==> config.mk <==
export PLATFORM = sky130hd
export DESIGN_NAME = instruction_memory_sync
export DESIGN_NICKNAME = d
export VERILOG_FILES = /design/src/imem_sync_pkg.sv /design/src/instruction_memory_sync.sv
export SDC_FILE = /design/constraint.sdc
export NUM_CORES = 1
export LEC_CHECK = 0
export CAP_MARGIN = 20
export CORE_MARGIN = 1
export CORE_UTILIZATION = 62
export DETAILED_ROUTE_END_ITERATION = 10
export DONT_BUFFER_PORTS = 1
export PLACE_DENSITY_LB_ADDON = 0.08
export SLEW_MARGIN = 20
export SYNTH_ARGS = -nofsm -noshare
export SYNTH_HDL_FRONTEND = slang
export SYNTH_SLANG_ARGS = --single-unit
export TNS_END_PERCENT = 20
==> constraint.sdc <==
create_clock -name ref_clk_in -period 2.3 [get_ports ref_clk_in]
set_input_delay 0.46 -clock ref_clk_in [delete_from_list [all_inputs] [get_ports ref_clk_in]]
set_output_delay 0.46 -clock ref_clk_in [all_outputs]
set_load 0.01 [all_outputs]
==> src/imem_sync_pkg.sv <==
// constants and types for the instruction-memory synchronization unit
package imem_sync_pkg;
    localparam logic [1:0] fmt_op = 2'h2;
    localparam logic [5:0] sync_opcode = 6'h3b;
    localparam logic [5:0] barrier_opcode = 6'h28;
    localparam logic [4:0] barrier_src = 5'h0f;
    localparam int op_msb = 31;
    localparam int sop_msb = 24;
    localparam int sop_lsb = 19;
    localparam int rs1_msb = 18;
    localparam int rs1_lsb = 14;
    localparam int imm_bit = 13;
    localparam int rd_msb = 29;
    localparam int rd_lsb = 25;
    localparam int line_lsb = 3;
    localparam int settle_instr = 5;
    localparam logic [2:0] settle_count = 3'h5;
    typedef enum logic [1:0] {st_idle, st_drain, st_coh, st_settle} sync_state_t;
endpackage : imem_sync_pkg

==> src/instruction_memory_sync.sv <==
// instruction-memory synchronization and store barrier sequencing unit
`timescale 1ns/1ps
module instruction_memory_sync (
    input wire logic ref_clk_in,
    input wire logic rst_in,
    input wire logic issue_valid_in,
    input wire logic [31:0] instr_in,
    input wire logic [31:0] first_source_value_in,
    input wire logic [31:0] second_source_value_in,
    input wire logic trap_select_in,
    input wire logic dedicated_trap_in,
    input wire logic partial_store_ordering_in,
    input wire logic stores_drained_in,
    input wire logic coherence_done_in,
    input wire logic instr_retired_in,
    output logic hold_issue_out,
    output logic sync_trap_out,
    output logic illegal_trap_out,
    output logic pipeline_flush_out,
    output logic instruction_buffer_discard_out,
    output logic coherence_req_out,
    output logic [31:0] coherence_addr_out,
    output logic store_fence_out,
    output logic sync_done_out
);
    // whole unit state, registered in one place
    typedef struct packed {
        // sequencing
        imem_sync_pkg::sync_state_t state;
        logic [2:0] settle;
        logic is_barrier;
        // registered outputs
        logic hold;
        logic sync_trap;
        logic illegal_trap;
        logic flush;
        logic discard;
        logic coh_req;
        logic [31:0] addr;
        logic fence;
        logic done;
        // trap choice pin synchronisers
        logic trap_sel_meta;
        logic trap_sel_sync;
        logic trap_kind_meta;
        logic trap_kind_sync;
    } unit_state_t;

    unit_state_t st_reg;
    unit_state_t st_next;

    // decode results
    logic fmt_hit;
    logic sync_hit;
    logic bar_hit;
    logic is_sync;
    logic is_bar;

    // address path
    logic [31:0] operand;
    logic [31:0] eff_addr;
    logic [31:0] target;

    // request and exit conditions
    logic use_trap;
    logic trap_dedicated;
    logic [1:0] trap_bits;
    logic take_trap;
    logic take_sync;
    logic take_bar;
    logic drain_exit;
    logic coh_exit;
    logic settle_tick;
    logic settle_last;

    // field helpers; format and secondary opcode shared by both decodes

    // top two bits select the register-operand format
    function automatic logic format_hit(input logic [31:0] word);
        logic [1:0] fmt;
        fmt = word[imem_sync_pkg::op_msb -: 2];
        return fmt == imem_sync_pkg::fmt_op;
    endfunction : format_hit

    // secondary_opcode field
    function automatic logic [5:0] secondary_opcode(input logic [31:0] word);
        return word[imem_sync_pkg::sop_msb:imem_sync_pkg::sop_lsb];
    endfunction : secondary_opcode

    // first_source_register field
    function automatic logic [4:0] first_source_register(input logic [31:0] word);
        return word[imem_sync_pkg::rs1_msb:imem_sync_pkg::rs1_lsb];
    endfunction : first_source_register

    // destination field, must be zero for the barrier
    function automatic logic [4:0] dest_field(input logic [31:0] word);
        return word[imem_sync_pkg::rd_msb:imem_sync_pkg::rd_lsb];
    endfunction : dest_field

    // short_signed_offset, sign-extended to a full word
    function automatic logic [31:0] offset_ext(input logic [31:0] word);
        logic sign;
        sign = word[imem_sync_pkg::imm_bit - 1];
        return {{19{sign}}, word[imem_sync_pkg::imm_bit - 1:0]};
    endfunction : offset_ext

    // doubleword holding an address; bit 2 and the unused pair dropped
    function automatic logic [31:0] dword_of(input logic [31:0] addr);
        return {addr[31:imem_sync_pkg::line_lsb], 3'h0};
    endfunction : dword_of

    // one retirement off the settle window
    function automatic logic [2:0] settle_step(input logic [2:0] left);
        return left - 3'h1;
    endfunction : settle_step

    // trap pulse pair: dedicated first, illegal second
    function automatic logic [1:0] trap_pair(input logic dedicated);
        logic [1:0] pair;
        if (dedicated) begin
            pair = 2'h2;
        end else begin
            pair = 2'h1;
        end
        return pair;
    endfunction : trap_pair

    // instruction field decode; destination and unused bits ignored for sync
    always_comb begin
        fmt_hit = issue_valid_in && format_hit(instr_in);
        sync_hit = secondary_opcode(instr_in) == imem_sync_pkg::sync_opcode;
        bar_hit = secondary_opcode(instr_in) == imem_sync_pkg::barrier_opcode
            && first_source_register(instr_in) == imem_sync_pkg::barrier_src
            && dest_field(instr_in) == 5'h00;
    end

    // qualified requests
    always_comb begin
        is_sync = fmt_hit && sync_hit;
        is_bar = fmt_hit && bar_hit;
    end

    // operand select: second register or sign-extended offset
    always_comb begin
        if (instr_in[imem_sync_pkg::imm_bit]) begin
            operand = offset_ext(instr_in);
        end else begin
            operand = second_source_value_in;
        end
    end

    // effective address
    always_comb begin
        eff_addr = first_source_value_in + operand;
    end

    // aligned doubleword target
    always_comb begin
        target = dword_of(eff_addr);
    end

    // trap choice pins, read only after the second flop
    assign use_trap = st_reg.trap_sel_sync;
    assign trap_dedicated = st_reg.trap_kind_sync;

    // which request is taken in idle
    always_comb begin
        take_trap = is_sync && use_trap;
        take_sync = is_sync && !use_trap;
        take_bar = is_bar && partial_store_ordering_in;
        trap_bits = trap_pair(trap_dedicated);
    end

    // exits of the drain and coherence states
    always_comb begin
        drain_exit = stores_drained_in;
        coh_exit = coherence_done_in;
    end

    // settle window bookkeeping
    always_comb begin
        settle_tick = instr_retired_in;
        settle_last = st_reg.settle == 3'h1;
    end

    // sequencing: drain stores, make caches agree, then settle for five instructions
    always_comb begin
        st_next = st_reg;

        // pulses last one cycle
        st_next.sync_trap = 1'b0;
        st_next.illegal_trap = 1'b0;
        st_next.flush = 1'b0;
        st_next.discard = 1'b0;
        st_next.done = 1'b0;

        // two-flop synchronisers for the trap choice pins
        st_next.trap_sel_meta = trap_select_in;
        st_next.trap_sel_sync = st_reg.trap_sel_meta;
        st_next.trap_kind_meta = dedicated_trap_in;
        st_next.trap_kind_sync = st_reg.trap_kind_meta;

        unique case (st_reg.state)
            imem_sync_pkg::st_idle: begin
                if (take_trap) begin
                    // software emulation path, no state change
                    {st_next.sync_trap, st_next.illegal_trap} = trap_bits;
                    st_next.state = imem_sync_pkg::st_idle;
                end else if (take_sync) begin
                    // full sequence always run; the no-op shortcut is not taken
                    st_next.state = imem_sync_pkg::st_drain;
                    st_next.is_barrier = 1'b0;
                    st_next.hold = 1'b1;
                    st_next.fence = 1'b0;
                    st_next.addr = target;
                end else if (take_bar) begin
                    // barrier waits for earlier stores only
                    st_next.state = imem_sync_pkg::st_drain;
                    st_next.is_barrier = 1'b1;
                    st_next.hold = 1'b1;
                    st_next.fence = 1'b1;
                end else begin
                    // barrier without partial_store_ordering is a no-op
                    st_next.state = imem_sync_pkg::st_idle;
                end
            end

            imem_sync_pkg::st_drain: begin
                // earlier stores must be out before coherence or later stores
                if (drain_exit && st_reg.is_barrier) begin
                    st_next.state = imem_sync_pkg::st_idle;
                    st_next.is_barrier = 1'b0;
                    st_next.hold = 1'b0;
                    st_next.fence = 1'b0;
                    st_next.done = 1'b1;
                end else if (drain_exit) begin
                    st_next.state = imem_sync_pkg::st_coh;
                    st_next.coh_req = 1'b1;
                end else begin
                    // still waiting on the store side
                    st_next.state = imem_sync_pkg::st_drain;
                end
            end

            imem_sync_pkg::st_coh: begin
                // cache side invalidates or writes back as it sees fit
                if (coh_exit) begin
                    st_next.coh_req = 1'b0;
                    st_next.state = imem_sync_pkg::st_settle;
                    st_next.flush = 1'b1;
                    st_next.discard = 1'b1;
                    st_next.hold = 1'b0;
                    st_next.fence = 1'b0;
                    st_next.settle = imem_sync_pkg::settle_count;
                end else begin
                    // request stays up until the caches answer
                    st_next.coh_req = 1'b1;
                    st_next.state = imem_sync_pkg::st_coh;
                end
            end

            imem_sync_pkg::st_settle: begin
                // count retirements until the window closes
                if (settle_tick && settle_last) begin
                    st_next.settle = settle_step(st_reg.settle);
                    st_next.state = imem_sync_pkg::st_idle;
                    st_next.done = 1'b1;
                end else if (settle_tick) begin
                    st_next.settle = settle_step(st_reg.settle);
                end else begin
                    // no retirement this cycle, window held
                    st_next.settle = st_reg.settle;
                    st_next.state = imem_sync_pkg::st_settle;
                end
            end
        endcase
    end

    // state register
    always_ff @(posedge ref_clk_in or posedge rst_in) begin
        if (rst_in) begin
            st_reg <= '0;
        end else begin
            st_reg <= st_next;
        end
    end

    // issue stall; every instruction, loads included, is held while the stall is up
    assign hold_issue_out = st_reg.hold;

    // emulation trap pulses
    assign sync_trap_out = st_reg.sync_trap;
    assign illegal_trap_out = st_reg.illegal_trap;

    // pipeline and buffer clean-up pulses
    assign pipeline_flush_out = st_reg.flush;
    assign instruction_buffer_discard_out = st_reg.discard;

    // coherence request toward the caches
    assign coherence_req_out = st_reg.coh_req;
    assign coherence_addr_out = st_reg.addr;

    // barrier level and completion pulse
    assign store_fence_out = st_reg.fence;
    assign sync_done_out = st_reg.done;
endmodule : instruction_memory_sync

==> results.md <==
* CTS H-tree depth at 2
* Placed insts at 612
* Worst-Skew Late Latency at 300 ps
* Cell taking the most area after synthesis: dfrtp_1
* Clock buffer count from CTS at 5
* Main flop type after synthesis: dfrtp_1
* Worst-path clk slew at 90 ps
* Hold WC Path Type: in -> reg
* Post-layout util at 76.99%
* Core ar. at 6350 µm²
* Ant. Diodes at 0
* Fmax at 422.4 MHz
* Synth cell types at 56
* Root Buffer: clkbuf_8
* Initial antenna violation count at 0
* Critical Path AT at 2550 ps
* Crit-path slowest cell: a2111oi_4
* GRT Resource Usage Total at 28.46%
* Fillers at 471
* Die height at 83 µm
* Antenna Nets Post-Route at 0
* Post-DP Area at 4634 µm²
* Die Wd at 83 µm
* Starting Density at 64.06%
* Most numerous cell in the Yosys netlist: o21ai_0
* Die area at 6889 µm²
* Buf/Inv on CP at 0
* Cell count of the worst reg-to-reg path at 6
* Hold path endpoint: st_next[0]$_DFF_PP0_
* Post-synthesis cell area at 4068 µm²
* Ys Warns at 0
* Reg2Reg Setup Slack at 460 ps
* GP Congestion at 0.8594
* # IOs at 145
* Async set-reset flop share out of synthesis at 100.0%
* Share of layout cells above drive strength 1 at 27.34%
* Setup ws final at -67.38 ps
* Design Area, Final at 4888 µm²
* VDD IR max at 0.3098 mV
* Crit-path max FO at 34
* Routed via count at 3637
* Final HPWL DP at 7977 µm
* Cell Pwr Density at 493.8 nW/µm²
* Status: finished with violations
* Cells along the critical path: mux2_4 > ha_4 > nand3_4 > o21ai_4 > a31oi_4 > a2111oi_4 > nor3_2 > o311ai_2 > xnor2_1 > o21ai_1
* Max Slew Vio Count at 0
* Type of the worst setup path: in -> reg
* Register Area at 1151 µm²
* Synth top cells by count: o21ai_0 (70), nand2_1 (66), dfrtp_1 (46)
* Synth-to-layout area growth at 20.18%
* Most Crowded Layer GR: met2
* Vias in the first global route at 3595
* Failing checks: negative setup slack
* Routed WL at 9863 µm
* Pin count of the biggest net entering global routing at 43
* Drt wl/cell at 15.86 µm
* Worst Skew at 7.391 ps
* PortBufs at 0
* Overall Power at 2.414 mW
* Hold_sp: dedicated_trap_in
* Hold Path Stages at 0
* Max incr delay on CP at 420 ps
* Vias per std cell at 5.847
* RSZ-0062 raised after global routing: true
* Residual DRC at 0
* Area share of the largest cell type after synthesis at 28.30%
* DR pass1 iterations at 4
* Worst EP required at 2480 ps
* Final period util at 102.9%
* Reg2reg end: coherence_addr_out[5]$_DFFE_PP0P_
* FP Rows at 29
* Tmin final at 2367 ps
* LEAKAGE at 2.254 nW
* Congestion Overflow GR at 0
* Area contributors post-synth: dfrtp_1 (28%), ha_1 (11%), o21ai_0 (8.6%), buf_4 (6.3%), nand2_1 (6.1%)
* Number of synthesized flops with an enable pin at 0
* Max-cap violations at 0
* M3 GR Usage at 5.169%
* Worst flop-to-flop path startpoint: st_reg[48]$_DFFE_PP0P_
* First-pass GRT wire length at 16330 µm
* Clock buffer depth at 2
* GR Layer Usage met1 at 35.50%
* Register area share after synthesis at 28.30%
* CP endpoint kind: register
* Final setup viols at 6
* Hold Vio Cnt, Final at 0
* Crit path max-delay family: compound AO/OA/AOI/OAI gates
* Clk sink count at 46
* Syn Inst Count at 507
* CTS tree: yes
* Startpoint types: primary input
* Seq cells post-synth at 46
* Max reg flops at 29
* Post-Syn Area per Cell at 8.023 µm²
* Grt met2 use at 50.67%
* Multi-input logic area at 2846 µm²
* Post-route insts no fill at 622
* Setup TNS Final at -196.2 ps
* Nets@finish at 685
* Initial DRC Count at 147
-- worst max path at each step --
| stage | cells past startpoint | slack [ps] | endpoint | start |
|---|---|---|---|---|
| final | 10 | -70 | coherence_addr_out[28]$_DFFE_PP0P_ | instr_in[13] |
| after global routing | 10 | -210 | coherence_addr_out[28]$_DFFE_PP0P_ | instr_in[13] |
| after CTS | 10 | -70 | coherence_addr_out[27]$_DFFE_PP0P_ | instr_in[13] |
| after detailed placement | 10 | -400 | coherence_addr_out[27]$_DFFE_PP0P_ | instr_in[13] |
| after global placement | 9 | -380 | coherence_addr_out[23]$_DFFE_PP0P_ | instr_in[13] |
| after floorplan | 12 | -400 | coherence_addr_out[27]$_DFFE_PP0P_ | instr_in[13] |
-- cell usage in the layout, fill, tap and decap left out, drive strengths merged, types with 4 or more instances in the layout --
cell type	n
nand2	68
and2	5
mux2	11
dfrtp	46
nand3	13
nor2	28
ha	36
nand2b	5
mux2i	4
buf	77
inv	31
nand4	4
clkbuf	5
nor3	9
a21o	12
o21ai	73
nor2b	7
a21oi	33
a31oi	7
xor2	12
xnor2	12
-- report_power, final --
part / switching (mW) / internal [mW] / leakage, nW
Clock: 0.285 / 0.214 / 0.0441
Combinational: 0.496 / 0.502 / 1.60
Sequential: 0.0583 / 0.858 / 0.612
Total: 0.839 / 1.57 / 2.25
-- kinds of logic (layout without fill, tap and decap cells) --
logic type,Yosys count,in the layout,share of synthesized area [%]
other cells,1,3,0.09219
mux,15,15,4.030
simple gates,153,154,17.81
compound gates,150,150,22.76
xor+xnor,24,24,5.168
buf+inv,82,117,10.77
flops,46,46,28.30
fa+ha+maj,36,36,11.07
-- through the flow --
stage	hold WS, ps	setup WS, ps
2_1_floorplan	331.2	-402.5
6_report	181.4	-67.38
4_1_cts	173.8	-69.85
3_5_place_dp	288.7	-403.7
5_1_grt	162.7	-205.4
3_3_place_gp	279.2	-382.8
-- area by class of cell --
class | instances | share of cell area, %
Timing Repair Buffer | 78 | 12.03
Tap cell | 77 | 1.971
Sequential cell | 46 | 23.55
Multi-Input combinational cell | 382 | 58.23
Clock inverter | 3 | 0.4351
Clock buffer | 5 | 1.408
Inverter | 31 | 2.380
-- repair_timing --
action | 4_1_cts | 5_1_grt
endpoints found under the setup margin | 8 | 16
hold buffers | 1 | 0
pin swaps | 0 | 3
gates resized for setup | 8 | 23
cloned | 0 | 1
hold endpoints to repair | 11 | 0
setup buffers | 0 | 0
-- metal layers --
metal  routed length (µm)  vias up
li1                     -     1809
met1                 4234     1709
met2                 5085      108
met3                  447       11
met4                   95        0
met5                    0        -
No activity file was read; power rests on OpenSTA's default activity.
